[src/hw/bsm_defs.svh]
`ifndef BSM_DEFS_SVH
`define BSM_DEFS_SVH

// Reserved memory locations of the main channel.
`define BSM_MS_LO 16'h0808
`define BSM_MS_HI 16'h0809
`define BSM_MC_LO 16'h080A
`define BSM_MC_HI 16'h080B
`define BSM_MT_LO 16'h080C
`define BSM_MT_HI 16'h080D
// Reserved memory locations of the control channel.
`define BSM_CS_LO 16'h0848
`define BSM_CS_HI 16'h0849
`define BSM_CC_LO 16'h084A
`define BSM_CC_HI 16'h084B
`define BSM_CT_LO 16'h084C
`define BSM_CT_HI 16'h084D

// Device slot on the io_microprocessor.
`define BSM_DEV_SLOT 4'h1

// Main channel command bytes.
`define BSM_CMD_TX   8'h80
`define BSM_CMD_RX   8'h40

// Status byte and parameter byte fields.
`define BSM_ST_NBUSY  7
`define BSM_ST_ACC    6
`define BSM_ST_DSR    1
`define BSM_OFL_ASCII 7
`define BSM_OFL_DTR   4

// Line timing.
`define BSM_CLK_HZ   125000000
`define BSM_LINE_BPS 9600

`endif

[src/hw/bsm_pkg.sv]
package bsm_pkg;
  typedef enum logic [2:0] {
    ST_IDLE  = 3'b000,
    ST_FETCH = 3'b001,
    ST_SEND  = 3'b010,
    ST_RECV  = 3'b011,
    ST_STORE = 3'b100,
    ST_SCAN  = 3'b101,
    ST_HOLD  = 3'b110
  } bsm_state_t;
endpackage

[src/hw/bsm_lnk_if.sv]
`timescale 1ns/10ps
`default_nettype none
interface bsm_lnk_if;
  logic       tx_en;
  logic       rx_en;
  logic       tx_valid;
  logic       tx_ready;
  logic [7:0] tx_byte;
  logic       rx_valid;
  logic [7:0] rx_byte;
  modport eng (output tx_en, rx_en, tx_valid, tx_byte, input tx_ready, rx_valid, rx_byte);
  modport ser (input tx_en, rx_en, tx_valid, tx_byte, output tx_ready, rx_valid, rx_byte);
endinterface
`default_nettype wire

[src/hw/bsm_line_ser.sv]
`timescale 1ns/10ps
`default_nettype none
module bsm_line_ser #(
  parameter int unsigned BIT_CYC = 13021
) (
  input  wire logic ref_clk_i,
  input  wire logic rst_b_i,
  bsm_lnk_if.ser    ln,
  input  wire logic rxd_i,
  output logic      txd_o,
  output logic      rts_o
);
  localparam logic [15:0] DIV_LAST = 16'(BIT_CYC - 1);

  logic [15:0] div_r, div_nxt;
  logic        rxm_r, rxs_r;
  logic [7:0]  txsh_r, txsh_nxt, rxsh_r, rxsh_nxt;
  logic [3:0]  txcnt_r, txcnt_nxt;
  logic [2:0]  rxcnt_r, rxcnt_nxt;
  logic        rxv_r, rxv_nxt, txd_r, txd_nxt, rts_r, rts_nxt;
  logic        tick;

  assign tick        = (div_r == DIV_LAST);
  assign ln.tx_ready = ln.tx_en && ln.tx_valid && (txcnt_r == 4'h0);
  assign ln.rx_valid = rxv_r;
  assign ln.rx_byte  = rxsh_r;
  assign txd_o       = txd_r;
  assign rts_o       = rts_r;

  always_comb begin
    div_nxt   = tick ? 16'h0000 : div_r + 16'h0001;
    txsh_nxt  = txsh_r;
    txcnt_nxt = txcnt_r;
    txd_nxt   = txd_r;
    rxsh_nxt  = rxsh_r;
    rxcnt_nxt = rxcnt_r;
    rxv_nxt   = 1'b0;
    rts_nxt   = ln.tx_en;
    if (tick) begin
      if (txcnt_r != 4'h0) begin
        txd_nxt   = txsh_r[0];
        txsh_nxt  = {1'b0, txsh_r[7:1]};
        txcnt_nxt = txcnt_r - 4'h1;
      end else begin
        txd_nxt = 1'b1;
      end
    end
    if (ln.tx_ready) begin
      txsh_nxt  = ln.tx_byte;
      txcnt_nxt = 4'h8;
    end
    // Receive only while the engine listens; a byte already loaded still shifts out on txd, so it can overlap a receive.
    if (!ln.rx_en) begin
      rxcnt_nxt = 3'h0;
    end else if (tick) begin
      rxsh_nxt  = {rxs_r, rxsh_r[7:1]};
      rxcnt_nxt = rxcnt_r + 3'h1;
      rxv_nxt   = (rxcnt_r == 3'h7);
    end
  end

  always_ff @(posedge ref_clk_i or negedge rst_b_i) begin
    if (!rst_b_i) begin
      div_r   <= 16'h0000;
      rxm_r   <= 1'b1;
      rxs_r   <= 1'b1;
      txsh_r  <= 8'h00;
      txcnt_r <= 4'h0;
      rxsh_r  <= 8'h00;
      rxcnt_r <= 3'h0;
      rxv_r   <= 1'b0;
      txd_r   <= 1'b1;
      rts_r   <= 1'b0;
    end else begin
      div_r   <= div_nxt;
      rxm_r   <= rxd_i;
      rxs_r   <= rxm_r;
      txsh_r  <= txsh_nxt;
      txcnt_r <= txcnt_nxt;
      rxsh_r  <= rxsh_nxt;
      rxcnt_r <= rxcnt_nxt;
      rxv_r   <= rxv_nxt;
      txd_r   <= txd_nxt;
      rts_r   <= rts_nxt;
    end
  end
endmodule
`default_nettype wire

[src/hw/bsm_main_channel.sv]
`timescale 1ns/10ps
`default_nettype none
`include "bsm_defs.svh"
module bsm_main_channel #(
  parameter int unsigned BIT_CYC = (`BSM_CLK_HZ + `BSM_LINE_BPS - 1) / `BSM_LINE_BPS
) (
  input  wire logic       ref_clk_i,
  input  wire logic       rst_b_i,
  input  wire logic       cpu_wr_i,
  input  wire logic [15:0] cpu_addr_i,
  input  wire logic [7:0] cpu_wdata_i,
  output logic [7:0]      cpu_rdata_o,
  input  wire logic       iob_sel_i,
  input  wire logic [3:0] iob_dev_i,
  input  wire logic       iob_com1_i,
  input  wire logic       iob_com2_i,
  input  wire logic       iob_dvcl_i,
  input  wire logic       iob_ofl_i,
  input  wire logic [7:0] iob_data_i,
  output logic [7:0]      iob_status_o,
  output logic            irq_o,
  output logic            mem_req_o,
  output logic            mem_we_o,
  output logic [15:0]     mem_addr_o,
  output logic [7:0]      mem_wdata_o,
  input  wire logic       mem_gnt_i,
  input  wire logic [7:0] mem_rdata_i,
  input  wire logic       rxd_i,
  input  wire logic       dsr_i,
  output logic            txd_o,
  output logic            rts_o,
  output logic            dtr_o
);
  bsm_pkg::bsm_state_t state_r, st_nxt;
  logic [15:0] start_r, start_nxt, term_r, term_nxt, cur_r, cur_nxt;
  logic [15:0] ls_r, ls_nxt, lt_r, lt_nxt, lc_r, lc_nxt, maddr_r, maddr_nxt;
  logic [7:0]  hold_r, hold_nxt, rd_r, rd_nxt, stat_r, stat_nxt;
  logic        sel_r, sel_nxt, busy_r, busy_nxt, acc_r, acc_nxt, irq_r, irq_nxt;
  logic        ascii_r, ascii_nxt, dtr_r, dtr_nxt, txm_r, txm_nxt;
  logic        req_r, req_nxt, we_r, we_nxt, dsrm_r, dsr_r, gnt, com1, com2, dvcl;

  bsm_lnk_if ln ();

  function automatic logic is_ctrl(input logic [7:0] b, input logic ascii);
    is_ctrl = ascii ? (b[6:5] == 2'b00) : (b[7:6] == 2'b00);
  endfunction

  assign gnt         = mem_gnt_i && req_r;
  assign com1        = sel_r && iob_com1_i;
  assign com2        = sel_r && iob_com2_i;
  assign dvcl        = sel_r && iob_dvcl_i;
  assign ln.tx_en    = busy_r && txm_r;
  assign ln.rx_en    = busy_r && !txm_r;
  assign ln.tx_valid = (state_r == bsm_pkg::ST_SEND);
  assign ln.tx_byte  = hold_r;
  assign cpu_rdata_o = rd_r;
  assign iob_status_o = stat_r;
  assign irq_o       = irq_r;
  assign mem_req_o   = req_r;
  assign mem_we_o    = we_r;
  assign mem_addr_o  = maddr_r;
  assign mem_wdata_o = hold_r;
  assign dtr_o       = dtr_r;

  always_comb begin
    st_nxt = state_r;
    start_nxt = start_r;
    term_nxt = term_r;
    cur_nxt = cur_r;
    ls_nxt = ls_r;
    lt_nxt = lt_r;
    lc_nxt = lc_r;
    maddr_nxt = maddr_r;
    hold_nxt = hold_r;
    sel_nxt = sel_r;
    busy_nxt = busy_r;
    acc_nxt = acc_r;
    irq_nxt = irq_r;
    ascii_nxt = ascii_r;
    dtr_nxt = dtr_r;
    txm_nxt = txm_r;
    req_nxt = gnt ? 1'b0 : req_r;
    we_nxt = we_r;
    // Reserved locations read back, current addresses included.
    case (cpu_addr_i)
      `BSM_MS_LO: rd_nxt = start_r[7:0];
      `BSM_MS_HI: rd_nxt = start_r[15:8];
      `BSM_MC_LO: rd_nxt = cur_r[7:0];
      `BSM_MC_HI: rd_nxt = cur_r[15:8];
      `BSM_MT_LO: rd_nxt = term_r[7:0];
      `BSM_MT_HI: rd_nxt = term_r[15:8];
      `BSM_CS_LO: rd_nxt = ls_r[7:0];
      `BSM_CS_HI: rd_nxt = ls_r[15:8];
      `BSM_CC_LO: rd_nxt = lc_r[7:0];
      `BSM_CC_HI: rd_nxt = lc_r[15:8];
      `BSM_CT_LO: rd_nxt = lt_r[7:0];
      `BSM_CT_HI: rd_nxt = lt_r[15:8];
      default:    rd_nxt = 8'h00;
    endcase
    if (cpu_wr_i) begin
      case (cpu_addr_i)
        `BSM_MS_LO: start_nxt[7:0] = cpu_wdata_i;
        `BSM_MS_HI: start_nxt[15:8] = cpu_wdata_i;
        `BSM_MT_LO: term_nxt[7:0] = cpu_wdata_i;
        `BSM_MT_HI: term_nxt[15:8] = cpu_wdata_i;
        `BSM_CS_LO: ls_nxt[7:0] = cpu_wdata_i;
        `BSM_CS_HI: ls_nxt[15:8] = cpu_wdata_i;
        `BSM_CT_LO: lt_nxt[7:0] = cpu_wdata_i;
        `BSM_CT_HI: lt_nxt[15:8] = cpu_wdata_i;
        default: ;
      endcase
    end
    if (iob_sel_i) begin
      sel_nxt = (iob_dev_i == `BSM_DEV_SLOT);
    end
    if (com1 || com2 || dvcl) begin
      irq_nxt = 1'b0;
      acc_nxt = 1'b0;
    end
    if (sel_r && iob_ofl_i) begin
      ascii_nxt = iob_data_i[`BSM_OFL_ASCII];
      dtr_nxt   = iob_data_i[`BSM_OFL_DTR];
    end
    case (state_r)
      bsm_pkg::ST_FETCH: begin
        if (!req_r) begin
          req_nxt = 1'b1;
          we_nxt = 1'b0;
          maddr_nxt = cur_r + 16'h0001;
        end else if (gnt) begin
          hold_nxt = mem_rdata_i;
          lc_nxt = ls_r;
          st_nxt = is_ctrl(mem_rdata_i, ascii_r) ? bsm_pkg::ST_SCAN : bsm_pkg::ST_SEND;
        end
      end
      bsm_pkg::ST_SEND: begin
        if (ln.tx_ready) begin
          cur_nxt = cur_r + 16'h0001;
          st_nxt = bsm_pkg::ST_FETCH;
          if (cur_r + 16'h0001 == term_r) begin
            busy_nxt = 1'b0;
            irq_nxt = 1'b1;
            st_nxt = bsm_pkg::ST_IDLE;
          end
        end
      end
      bsm_pkg::ST_RECV: begin
        if (ln.rx_valid) begin
          hold_nxt = ln.rx_byte;
          lc_nxt = ls_r;
          st_nxt = is_ctrl(ln.rx_byte, ascii_r) ? bsm_pkg::ST_SCAN : bsm_pkg::ST_STORE;
        end
      end
      bsm_pkg::ST_STORE: begin
        if (!req_r) begin
          req_nxt = 1'b1;
          we_nxt = 1'b1;
          maddr_nxt = cur_r + 16'h0001;
        end else if (gnt) begin
          cur_nxt = cur_r + 16'h0001;
          st_nxt = bsm_pkg::ST_RECV;
          if (cur_r + 16'h0001 == term_r) begin
            busy_nxt = 1'b0;
            irq_nxt = 1'b1;
            st_nxt = bsm_pkg::ST_IDLE;
          end
        end
      end
      bsm_pkg::ST_SCAN: begin
        if (!req_r && lc_r == lt_r) begin
          st_nxt = txm_r ? bsm_pkg::ST_SEND : bsm_pkg::ST_STORE;
        end else if (!req_r) begin
          req_nxt = 1'b1;
          we_nxt = 1'b0;
          maddr_nxt = lc_r + 16'h0001;
        end else if (gnt) begin
          lc_nxt = lc_r + 16'h0001;
          if (mem_rdata_i == hold_r) begin
            acc_nxt = 1'b1;
            irq_nxt = 1'b1;
            st_nxt = bsm_pkg::ST_HOLD;
          end
        end
      end
      bsm_pkg::ST_HOLD: begin
        // The matched character is passed on once the processor has answered.
        if (com2) begin
          st_nxt = txm_r ? bsm_pkg::ST_SEND : bsm_pkg::ST_STORE;
        end
      end
      default: st_nxt = bsm_pkg::ST_IDLE;
    endcase
    // Aborting drops a pending memory request; the arbiter must tolerate that.
    if (com1) begin
      req_nxt = 1'b0;
      cur_nxt = start_r;
      if (iob_data_i == `BSM_CMD_TX || iob_data_i == `BSM_CMD_RX) begin
        txm_nxt = (iob_data_i == `BSM_CMD_TX);
        busy_nxt = 1'b1;
        st_nxt = txm_nxt ? bsm_pkg::ST_FETCH : bsm_pkg::ST_RECV;
      end else begin
        busy_nxt = 1'b0;
        irq_nxt = 1'b1;
        st_nxt = bsm_pkg::ST_IDLE;
      end
    end
    if (dvcl) begin
      req_nxt = 1'b0;
      busy_nxt = 1'b0;
      ascii_nxt = 1'b0;
      dtr_nxt = 1'b0;
      st_nxt = bsm_pkg::ST_IDLE;
    end
    stat_nxt = 8'h00;
    stat_nxt[`BSM_ST_NBUSY] = !busy_nxt;
    stat_nxt[`BSM_ST_ACC] = acc_nxt;
    stat_nxt[`BSM_ST_DSR] = dsr_r;
  end

  always_ff @(posedge ref_clk_i or negedge rst_b_i) begin
    if (!rst_b_i) begin
      state_r <= bsm_pkg::ST_IDLE;
      start_r <= 16'h0000;
      term_r  <= 16'h0000;
      cur_r   <= 16'h0000;
      ls_r    <= 16'h0000;
      lt_r    <= 16'h0000;
      lc_r    <= 16'h0000;
      maddr_r <= 16'h0000;
      hold_r  <= 8'h00;
      rd_r    <= 8'h00;
      stat_r  <= 8'h80;
      sel_r   <= 1'b0;
      busy_r  <= 1'b0;
      acc_r   <= 1'b0;
      irq_r   <= 1'b0;
      ascii_r <= 1'b0;
      dtr_r   <= 1'b0;
      txm_r   <= 1'b0;
      req_r   <= 1'b0;
      we_r    <= 1'b0;
      dsrm_r  <= 1'b0;
      dsr_r   <= 1'b0;
    end else begin
      state_r <= st_nxt;
      start_r <= start_nxt;
      term_r  <= term_nxt;
      cur_r   <= cur_nxt;
      ls_r    <= ls_nxt;
      lt_r    <= lt_nxt;
      lc_r    <= lc_nxt;
      maddr_r <= maddr_nxt;
      hold_r  <= hold_nxt;
      rd_r    <= rd_nxt;
      stat_r  <= stat_nxt;
      sel_r   <= sel_nxt;
      busy_r  <= busy_nxt;
      acc_r   <= acc_nxt;
      irq_r   <= irq_nxt;
      ascii_r <= ascii_nxt;
      dtr_r   <= dtr_nxt;
      txm_r   <= txm_nxt;
      req_r   <= req_nxt;
      we_r    <= we_nxt;
      dsrm_r  <= dsr_i;
      dsr_r   <= dsrm_r;
    end
  end

  bsm_line_ser #(.BIT_CYC(BIT_CYC)) u_ser (
    .ref_clk_i (ref_clk_i),
    .rst_b_i   (rst_b_i),
    .ln        (ln),
    .rxd_i     (rxd_i),
    .txd_o     (txd_o),
    .rts_o     (rts_o)
  );
endmodule
`default_nettype wire

[config.mk]
export PLATFORM = sky130hd
export DESIGN_NAME = bsm_main_channel
export DESIGN_NICKNAME = d
export VERILOG_FILES = /design/src/hw/bsm_pkg.sv /design/src/hw/bsm_lnk_if.sv /design/src/hw/bsm_line_ser.sv /design/src/hw/bsm_main_channel.sv
export VERILOG_INCLUDE_DIRS = /design/src /design/src/hw
export SDC_FILE = /design/constraint.sdc
export NUM_CORES = 1
export LEC_CHECK = 0
export ABC_AREA = 0
export CAP_MARGIN = 20
export CORE_UTILIZATION = 57
export CTS_CLUSTER_DIAMETER = 60
export DETAILED_ROUTE_END_ITERATION = 10
export DONT_BUFFER_PORTS = 1
export PLACE_DENSITY = 0.72
export SETUP_SLACK_MARGIN = 0.02
export SLEW_MARGIN = 15
export SYNTH_ARGS = -nofsm -noshare
export SYNTH_HDL_FRONTEND = slang
export SYNTH_SLANG_ARGS = --single-unit
[constraint.sdc]
create_clock -name ref_clk_i -period 6.9 [get_ports ref_clk_i]
set_input_delay 1.38 -clock ref_clk_i [delete_from_list [all_inputs] [get_ports ref_clk_i]]
set_output_delay 1.38 -clock ref_clk_i [all_outputs]
set_load 0.05 [all_outputs]
* After elaboration in Yosys (flattened, before gate mapping)
Cells that the tools add are included.
** Cells by class
- Add/sub/neg operators :: 5
- Equality and inequality tests :: 49
- Multiplexer cells :: 96
- Reduce and logical (&&, ||, !) cells :: 48
** Operator list (count)
- $mux 16 :: 14
- $eq 16x12->1 const B :: 12
- $pmux 8 s12 :: 1
- $pmux 16 s2 :: 2
- $mux 3 :: 17
- $add 16x1->16 const B :: 3
- $mux 8 :: 6
- $pmux 16 s3 :: 1
- $mux 1 :: 43
- $eq 16x16->1 :: 2
- $ne 4x4->1 const B :: 6
- $reduce_and 2->1 :: 11
- $ne 2x2->1 const B :: 9
- $pmux 3 s6 :: 1
- $eq 16x14->1 const B :: 1
- $pmux 8 s2 :: 1
- $ne 5x5->1 const B :: 3
- $eq 3x3->1 const B :: 4
- $mux 4 :: 3
- $reduce_and 4->1 :: 3
- $logic_and 1x1->1 :: 10
- $reduce_and 10->1 :: 1
- $reduce_bool 2->1 :: 5
- $ne 3x3->1 const B :: 3
- 22 further kinds :: 36
** Word-level totals
- Bits in registers :: 189
- Input port bits :: 55
- Output and inout bits :: 46
- Logic and storage cells :: 234

* Logic depth before layout (Yosys ltp)
Gate-level depths: netlist of run 1.
- Depth in word-level cells :: 11
- Mapped depth :: 10
- Depth with buffers taken out :: 9

* Cells and area by module
From an unflattened synthesis of run 1, not the netlist that was laid out.
** Second synthesis, totals
- Cells, all modules :: 1051
- Area total of the unflattened synthesis :: 10657.7 µm²
** By module, submodules not included
- bsm_main_channel :: times used 1, cells an instance 884, area each 8610.8 µm², seq. area each 3604.7 µm²
- bsm_line_ser :: times used 1, cells an instance 167, area each 2047.0 µm², seq. area each 1104.8 µm²

* Least setup slack after synthesis of run 1
Ideal clock, no wire load.
- Path kind :: input-to-reg
- Start point :: in cpu_addr_i[9]
- End point :: reg term_r[0]
- Data arrival time :: 3129 ps
- Data required time :: 6775 ps
- Setup slack :: 3646 ps
- Stages on the path :: 7
- Buffers on the path :: 1
- Cells stage by stage :: nor4b_1 > nand3_1 > or3_1 > nor2_2 > and2_1 > buf_2 > mux2_2
** On the way
- Word-level cells in the longest chain between the ends :: 2
** RTL lines
- start: declaration :: RTL line bsm_main_channel.sv:10 : input wire logic [15:0] cpu_addr_i,
- $eq 16x12->1 :: RTL line bsm_main_channel.sv:101 : case (cpu_addr_i)
- $reduce_and 2->1 (no source line)
- end signal: assignment :: RTL line bsm_main_channel.sv:247 : term_r <= term_nxt;
- end: declaration :: RTL line bsm_main_channel.sv:35 : logic [15:0] start_r, start_nxt, term_r, term_nxt, cur_r, cur_nxt;
Every way passes these cells.
A chain may end at the register's enable or synchronous reset.

* Final worst setup path of run 1
- Start point :: reg cur_r[0]
- End point :: reg busy_r
** On the way
- Word-level cells in the longest chain between the ends :: 8
- Elaborated cells on any way between the ends :: 9
- Those cells by class :: 1 x add/sub; 1 x eq/ne; 7 x mux
** RTL lines
- start: declaration :: RTL line bsm_main_channel.sv:35
- start signal: assignment :: RTL line bsm_main_channel.sv:248 : cur_r <= cur_nxt;
- $add 16x1->16 (*) :: RTL line bsm_main_channel.sv:140, bsm_main_channel.sv:162
- $eq 16x16->1 (*) :: RTL line bsm_main_channel.sv:140, bsm_main_channel.sv:162
- $mux 1 (*) :: RTL line bsm_main_channel.sv:140, bsm_main_channel.sv:162
- $mux 1 :: RTL line bsm_main_channel.sv:159 : end else if (gnt) begin
- $mux 1 :: RTL line bsm_main_channel.sv:155 : if (!req_r) begin
- $pmux 1 s2 (*) :: RTL line bsm_main_channel.sv:124 : case (state_r)
- $mux 1 (*) :: RTL line bsm_main_channel.sv:194 : if (com1) begin
- $mux 1 (*) :: RTL line bsm_main_channel.sv:207 : if (dvcl) begin
- via busy_nxt :: RTL line bsm_main_channel.sv:38 : logic sel_r, sel_nxt, busy_r, busy_nxt, acc_r, acc_nxt, irq_r, irq_nxt;
- end signal: assignment :: RTL line bsm_main_channel.sv:257 : busy_r <= busy_nxt;
- end: declaration :: RTL line bsm_main_channel.sv:38
The timed path passes the listed nets; every way through them passes the cells marked *.

==> metrics.txt, run 1 <==
P&R area growth vs syn=5.88%; Vias=7801; diode count=0; Met3 Routed Length=1.75 mm; CTS Hold Buffers Added=0; I/O pins=101; Hold Path Class=flop to flop; Die Area=0.0185 sq mm; fin crit share=49.6%; Netlist cell types=78; RSZ-0062 raised after global routing=false; Post-synth EDFFs=0; M1 WL=11.1 mm; TritonCTS clock tree=built; fraction of registers with async set/reset=100%; total congestion overflow=0; quantity of gates resized following cts=0; drt first pass iters=6; nature of the critical path endpoint=flop; Routed Antenna Nets=0; clk_lat worst skew=440 ps; sequential share of power=52.9%; Die X=136 um; max_cap viols=0; Fin Clk Skew=11.9 ps; combinational fraction of design power=18.3%; GPL Wtd Cong=0.998; vias per cell=6.37; vias in the first global route=7443; DP Worst Slack=3260 ps; Setup CP Type=flop to flop; post-synthesis sequential area ratio=46.0%; port buffer count=0; first-pass GRT wire length=41.9 mm; clock share of power=28.9%; area post-placement=0.0103 sq mm; Final Slew Violations=0; PD cells=314 mW/mm^2; initial antenna violation count=0; Top Layer Used=met4; crit path DAT=3760 ps; Total GRT Usage=30.5%; Mapped Area=0.0102 sq mm; WL met2=12.6 mm; nets@finish=1050; Sink Count=188; share of layout cells above drive strength 1=14.1%; starting density of the core=58.8%; DR WL/cell=22.1 um; Synthesis Warnings=0; largest net degree at the start of global routing=189; Setup-failing EPs final=0; Max clock buf depth=2; crit path time final=3420 ps; leakage power=0.00473 uW; Critical Path Start Type=flop; Worst Path Required=7230 ps; setup bufs post-CTS=0; Rel. slew slack=33.9%; DPL Wire Length=19.4 mm; Switch Pwr=1380 uW; Worst-path clk slew=80 ps; critical path fanouts, max=13; final core utilization=62.3%; CTS Root Cell=clkbuf_16; Yosys reg bits=188; drt drc=0; CORE AREA=0.0174 sq mm; Mapped Avg Cell Area=9.97 sq um; DR iter-0 viols=571; Final Cell Area=0.0109 sq mm; Synth Instances=1028; most common cell after layout, fill and taps aside=dfrtp_1; Int Pwr=2030 uW; die height=136 um; most frequent cells in the layout=dfrtp_1 (184), nand2_1 (104), nor2_1 (93); worst-margin pin slew=988 ps; endpoints failing hold=0; outcome=finished clean; setup TNS=0 ps; Worst VDD drop=320 uV; total wire length=27.0 mm; FP Rows=48; fmax=0.292 GHz; H-tree depth=4; Final WS setup=3480 ps; filler cell count=1432; switching share of total power=40.4%; cts bufs inserted=17; Synth Flop Type=dfrtp_1
[cell families after synthesis]
group	synth area share (%)
AOI/OAI and AO/OA	14.3
xor gates and xnor gates	9.01
adders and majority gates	0.977
buffers and inverters	3.94
DFF	46.0
muxes	9.40
other	0.0366
and+or+nand+nor	16.3
[path summary, 6_finish.rpt]
kind,startpoint,slack (ps),cells past startpoint,endpoint
max,cur_r[0]$_DFFE_PN0P_,3480,8,busy_r$_DFF_PN0_
min,dsrm_r$_DFF_PN0_,350,0,dsr_r$_DFF_PN0_
max reg2reg,cur_r[0]$_DFFE_PN0P_,3480,8,busy_r$_DFF_PN0_
min reg2reg,dsrm_r$_DFF_PN0_,350,0,dsr_r$_DFF_PN0_
max in group asynchronous,rst_b_i,5910,0,u_ser.txd_o$_DFFE_PN1P_
min in group asynchronous,rst_b_i,630,0,start_r[15]$_DFFE_PN0P_
[synth_stat cells (4+ instances only)]
| master | n | share of area [%] |
|---|---|---|
| a21o_1 | 4 | 0.29 |
| mux2i_1 | 13 | 1.3 |
| o21a_1 | 4 | 0.29 |
| nor2_2 | 4 | 0.24 |
| nor2_1 | 94 | 3.4 |
| o21ai_0 | 69 | 3.4 |
| nand2b_1 | 4 | 0.24 |
| mux2_2 | 73 | 8.0 |
| a22oi_1 | 18 | 1.3 |
| inv_1 | 20 | 0.73 |
| and3_1 | 5 | 0.31 |
| buf_2 | 10 | 0.49 |
| ha_1 | 8 | 0.98 |
| nand3_1 | 28 | 1.4 |
| a22o_1 | 15 | 1.3 |
| nor3_1 | 21 | 1.0 |
| xor2_1 | 40 | 3.4 |
| nand2_1 | 104 | 3.8 |
| xnor2_1 | 55 | 4.7 |
| a221oi_1 | 17 | 1.5 |
| and2_1 | 7 | 0.43 |
| a21oi_1 | 38 | 1.9 |
| or3_1 | 7 | 0.43 |
| clkbuf_1 | 42 | 1.5 |
| nor4_1 | 6 | 0.37 |
| o22ai_1 | 7 | 0.43 |
| buf_4 | 13 | 0.95 |
| dfrtp_1 | 184 | 45 |
| dfstp_2 | 4 | 1.0 |
| nand4_1 | 21 | 1.3 |
| a31oi_1 | 12 | 0.73 |
[power groups by stage]
stage	logic [uW]	clock network [uW]	registers, uW
3_3_place_gp	599	0	1810
4_1_cts	621	1000	1790
6_report	621	983	1800
2_1_floorplan	642	0	1630
3_5_place_dp	616	0	1810
5_1_grt	694	1050	1820
[per-layer routing]
metal  vias up  GRT usage (%)
li1       3573              -
met1      3779           39.7
met2       366           47.6
met3        83           5.63
met4         0           17.7
met5         -              0
[worst max-delay path, stage by stage (launching register included)]
cell,delay [ps]
dfrtp_1,600
ha_1,340
nand3_1,400
nor3_1,500
xor2_1,400
o2111ai_2,190
a2111oi_4,520
a21boi_1,160
o21a_1,200
[area by class of cell]
type | instances | area, sq um | share of cell area [%]
multi-input cells | 755 | 5150 | 47.5
flip-flops and latches | 188 | 4710 | 43.4
clock buffers | 17 | 425 | 3.92
well taps | 225 | 282 | 2.59
clock inverters | 15 | 174 | 1.60
inverters | 21 | 78.8 | 0.726
repair buffers | 4 | 30.0 | 0.277
[per-stage QoR]
step	total power (uW)	std cells	hold slack [ps]
3_3_place_gp	2410	1193	332
6_report	3400	1225	348
5_1_grt	3570	1225	350
4_1_cts	3410	1225	351
3_5_place_dp	2430	1193	336
2_1_floorplan	2270	1032	331
[state kept, by name, summed over array words and instances, names as in the netlist, 16 cells and up]
| name | flops |
|---|---|
| lc_r | 16 |
| lt_r | 16 |
| mem_addr_o | 16 |
| u_ser.div_r | 16 |
| cur_r | 16 |
| start_r | 16 |
| ls_r | 16 |
| term_r | 16 |
Power figures use the tool's default switching activity.
==> run 2: changes to the inputs <==
- clock period: 6.9 -> 3.4 ns (I/O delays scaled with it)
==> metrics.txt, run 2 (synthesis results as in run 1) <==
Worst path slowest cell=or4_1; max incr delay on CP=510 ps (-90 ps); Sink Count=188 (unchanged); TritonCTS clock tree=built; most frequent cells in the layout=dfrtp_1 (184), nand2_1 (104), nor2_1 (93); outcome=finished, violations left; die height=136 um (unchanged); PD cells=644 mW/mm^2 (+110%); sequential share of power=50.8% (-2.1 points); H-tree depth=4 (unchanged); Setup CP Type=flop to flop; nets@finish=1064 (+1.3%); drt drc=0 (unchanged); P&R area growth vs syn=7.04%; worst-margin pin slew=1000 ps (+16.1 ps); combinational fraction of design power=19.5% (+1.2 points); vias in the first global route=7648 (+2.8%); starting density of the core=58.8% (unchanged); Vias=7965 (+2.1%); Max clock buf depth=2 (unchanged); fmax=0.337 GHz (+15%); Fin Clk Skew=11.8 ps (-0.137 ps); fin crit share=87.2% (+38 points); largest net degree at the start of global routing=189 (unchanged); clock share of power=29.7% (+0.8 points); share of layout cells above drive strength 1=15.2% (+1.1 points); port buffer count=0 (unchanged); CORE AREA=0.0174 sq mm (unchanged); hold_ws=-68.3 ps (-416 ps); Routed Antenna Nets=0 (unchanged); switching share of total power=39.6% (-0.85 points); CP Cell Sequence=ha_1 > nand3_1 > nand2b_1 > nor3b_1 > o21ai_0 > a2111oi_4 > or4_1 > a211oi_2; Int Pwr=4270 uW (+110%); Crit path depth=8 (unchanged); setup TNS=0 ps (unchanged); Final WS setup=434 ps (-3040 ps); crit path DAT=3320 ps (-440 ps); nature of the critical path endpoint=flop; DR iter-0 viols=888 (+56%); total congestion overflow=0 (unchanged); RSZ-0062 raised after global routing=false; area post-placement=0.0104 sq mm (+1.0%); Final Cell Area=0.0110 sq mm (+1.1%); Worst VDD drop=520 uV (+63%); Setup-failing EPs final=0 (unchanged); initial antenna violation count=1 (+1); Critical Path Start Type=flop; leakage power=0.00481 uW (+1.8%); max_cap viols=0 (unchanged); crit path time final=2970 ps (-458 ps); GPL Wtd Cong=0.980 (-1.8%); critical path fanouts, max=13 (unchanged); clk_lat worst skew=440 ps (about the same); setup bufs post-CTS=0 (unchanged); Final Slew Violations=0 (unchanged); cts bufs inserted=17 (unchanged); cell family with most CP delay=simple AND/OR/NAND/NOR gates; vias per cell=6.43 (+0.95%); diode count=0 (unchanged); Die X=136 um (unchanged); drt first pass iters=6 (unchanged); Worst-path clk slew=70 ps (about the same); FP Rows=48 (unchanged); DR WL/cell=22.8 um (+3.4%); Rel. slew slack=32.9% (-0.99 points); endpoints failing hold=141 (+141); CTS Root Cell=clkbuf_16; first-pass GRT wire length=43.8 mm (+4.7%); I/O pins=101 (unchanged); Die Area=0.0185 sq mm (unchanged); Worst Path Required=3750 ps (-3480 ps); CP bufs+invs=0 (unchanged); DP Worst Slack=482 ps (-2780 ps); Total GRT Usage=31.8% (+1.3 points); R2R cell count=8 (unchanged); filler cell count=1411 (-1.5%); quantity of gates resized following cts=0 (unchanged); Hold Path Class=input pin to async pin; Switch Pwr=2800 uW (+100%); DPL Wire Length=19.9 mm (+2.6%); total wire length=28.3 mm (+4.6%); violated checks=negative hold slack; most common cell after layout, fill and taps aside=dfrtp_1
[run 2: layer usage]
| metal | vias up | share of wire [%] | global-route usage, % |
|---|---|---|---|
| met1 | 3866 | 40 | 41.2 |
| met3 | 99 | 7.4 | 6.45 |
| met4 | 0 | 5.5 | 18.0 |
| met5 | - | 0 | 0 |
| met2 | 392 | 47 | 49.8 |
| li1 | 3608 | - | - |
[run 2: path summary, 6_finish.rpt]
path / slack [ps] / start / endpoint
setup / recovery: 430 / cur_r[1]$_DFFE_PN0P_ / state_r[1]$_DFFE_PN0P_
hold / removal: -70 / rst_b_i / lt_r[7]$_DFFE_PN0P_
setup reg to reg: 430 / cur_r[1]$_DFFE_PN0P_ / state_r[1]$_DFFE_PN0P_
hold reg to reg: 350 / dsrm_r$_DFF_PN0_ / dsr_r$_DFF_PN0_
max in group asynchronous: 3100 / rst_b_i / u_ser.rxm_r$_DFF_PN1_
min in group ref_clk_i: 230 / rxd_i / u_ser.rxm_r$_DFF_PN1_
[run 2: cell type report]
class,instances,area (sq um),area share [%]
repair buffers,18,135,1.23
inverters,21,78.8,0.719
well taps,225,282,2.57
multi-input cells,755,5150,47.0
clock buffers,18,429,3.91
flip-flops and latches,188,4710,42.9
clock inverters,14,184,1.68
[run 2: power groups by stage]
| stage | Sequential, uW | Clock (uW) | Combinational (uW) |
|---|---|---|---|
| 6_report | 3590 | 2100 | 1380 |
| 5_1_grt | 3640 | 2210 | 1520 |
| 4_1_cts | 3590 | 2120 | 1360 |
| 3_5_place_dp | 3630 | 0 | 1360 |
| 3_3_place_gp | 3620 | 0 | 1330 |
| 2_1_floorplan | 3310 | 0 | 1300 |
[run 2: metrics by stage]
step	power, uW	hold slack [ps]	util [%]	instances
global placement	4950	333	59.5	1207
global route	7370	-86.4	63.0	1239
CTS	7070	-73.9	63.0	1239
detailed placement	4980	341	59.5	1207
finish	7070	-68.3	63.0	1239
floorplan	4610	331	-	1032
==> run 3: changes to the inputs <==
==> constraint.sdc (replaced) <==
create_clock -name ref_clk_i -period 3.4 [get_ports ref_clk_i]
set_input_delay 0.34 -clock ref_clk_i [delete_from_list [all_inputs] [get_ports ref_clk_i]]
set_output_delay 0.34 -clock ref_clk_i [all_outputs]
set_load 0.05 [all_outputs]
==> metrics.txt, run 3 (synthesis results as in run 1) <==
CTS Hold Buffers Added=4; most common cell after layout, fill and taps aside=dfrtp_1; DPL Wire Length=18.6 mm (-6.4%); critical path fanouts, max=13 (unchanged); total power=6950 uW (-1.6%); Worst Path Required=3770 ps (+20 ps); fmax=0.340 GHz (+0.71%); die height=136 um (unchanged); CTS Root Cell=clkbuf_16; Die X=136 um (unchanged); TritonCTS clock tree=built; Worst-path clk slew=80 ps (about the same); Met3 Routed Length=1.68 mm (-20%); CP Cell Sequence=ha_1 > nand3_1 > nand2b_1 > nor3b_1 > o21ai_0 > a2111oi_4 > or4_1 > a211oi_2; drt first pass iters=5 (-1); Max clock buf depth=2 (unchanged); Setup CP Type=flop to flop; Final Slew Violations=0 (unchanged); R2R cell count=8 (unchanged); clk_lat worst skew=450 ps (about the same); M1 WL=10.6 mm (-6.8%); H-tree depth=4 (unchanged); FF-to-FF setup slack=450 ps (+20 ps); Total GRT Usage=29.6% (-2.3 points); initial antenna violation count=0 (-1); leakage power=0.00481 uW (about the same); GPL Wtd Cong=0.965 (-1.5%); Vias=7871 (-1.2%); cts bufs inserted=17 (unchanged); Sink Count=188 (unchanged); FP Rows=48 (unchanged); quantity of gates resized following cts=0 (unchanged); Worst path slowest cell=or4_1; fin crit share=86.6% (-0.61 points); Hold Path Class=input pin to async pin; most frequent cells in the layout=dfrtp_1 (184), nand2_1 (104), nor2_1 (93); DR WL/cell=21.1 um (-7.4%); first-pass GRT wire length=40.9 mm (-6.6%); total wire length=26.3 mm (-7.0%); nets@finish=1069 (+0.47%); vias in the first global route=7410 (-3.1%); setup TNS=0 ps (unchanged); max incr delay on CP=530 ps (+20 ps); diode count=0 (unchanged); final core utilization=63.1% (+0.13 points); share of layout cells above drive strength 1=15.3% (+0.12 points); P&R area growth vs syn=7.26%; violated checks=negative hold slack; nature of the critical path endpoint=flop; starting density of the core=58.8% (unchanged); Die Area=0.0185 sq mm (unchanged); Fin Clk Skew=9.90 ps (-1.87 ps); Setup-failing EPs final=0 (unchanged); CORE AREA=0.0174 sq mm (unchanged); hold_ws=-410 ps (-341 ps); crit path time final=2950 ps (-20.8 ps); Routed Antenna Nets=0 (unchanged); total congestion overflow=0 (unchanged); Critical Path Start Type=flop; Reg-to-Reg Start=cur_r[1]$_DFFE_PN0P_; worst-margin pin slew=987 ps (-17.8 ps); I/O pins=101 (unchanged); PD cells=633 mW/mm^2 (-1.8%); max_cap viols=0 (unchanged); Crit Reg-Reg Endpoint=state_r[1]$_DFFE_PN0P_; port buffer count=0 (unchanged); vias per cell=6.33 (-1.6%); crit path DAT=3310 ps (about the same); endpoints failing hold=188 (+33%); DR iter-0 viols=707 (-20%); WL met2=12.6 mm (-5.0%); largest net degree at the start of global routing=189 (unchanged); drt drc=0 (unchanged); Top Layer Used=met4; Rel. slew slack=34.0% (+1.1 points); outcome=finished, violations left; RSZ-0062 raised after global routing=false; Worst VDD drop=527 uV (+1.3%)
## run 3: routing by layer
layer	global-route usage (%)	up-vias
met4	16.4	0
met2	47.0	356
met3	6.15	87
li1	-	3608
met1	37.7	3820
met5	0	-
## run 3: worst max-delay path by stage
| stage | start | end | slack [ps] |
|---|---|---|---|
| 3_3_place_gp | cur_r[1]$_DFFE_PN0P_ | busy_r$_DFF_PN0_ | 600 |
| 4_1_cts | cur_r[1]$_DFFE_PN0P_ | busy_r$_DFF_PN0_ | 480 |
| 3_5_place_dp | cur_r[1]$_DFFE_PN0P_ | busy_r$_DFF_PN0_ | 490 |
| 2_1_floorplan | cur_r[1]$_DFFE_PN0P_ | busy_r$_DFF_PN0_ | 1070 |
| 6_report | cur_r[1]$_DFFE_PN0P_ | state_r[1]$_DFFE_PN0P_ | 450 |
| 5_1_grt | cur_r[1]$_DFFE_PN0P_ | busy_r$_DFF_PN0_ | 160 |
## run 3: power breakdown
part / switching, uW / internal [uW] / total (uW)
combinational: 848 / 629 / 1480
clock: 998 / 981 / 1980
sequential: 944 / 2550 / 3500
total: 2790 / 4160 / 6950
## run 3: worst max-delay path: cells and delay by family, from the launching register on
kind,cells,cell delay [ps]
AOI/OAI and AO/OA,3,640
adders and majority gates,1,290
DFF,1,480
and+or+nand+nor,4,1470
## run 3: through the flow
stage                     cells  setup WS [ps]  area, sq um
final                      1244            455        11000
after global routing       1244            163        11000
after CTS                  1244            477        11000
after detailed placement   1208            490        10400
after global placement     1208            596        10400
after floorplan            1032           1070        10300
## run 3: final cells by class
class | count | area [sq um]
well taps | 225 | 282
inverters | 21 | 78.8
flip-flops and latches | 188 | 4710
repair buffers | 23 | 183
clock buffers | 17 | 425
multi-input cells | 755 | 5150
clock inverters | 15 | 163
fillers | 1437 | 6420
## run 3: what timing repair did
action	in CTS	in global routing
setup endpoints to repair	0	0
endpoints found under the hold margin	192	188
buffers inserted	0	0
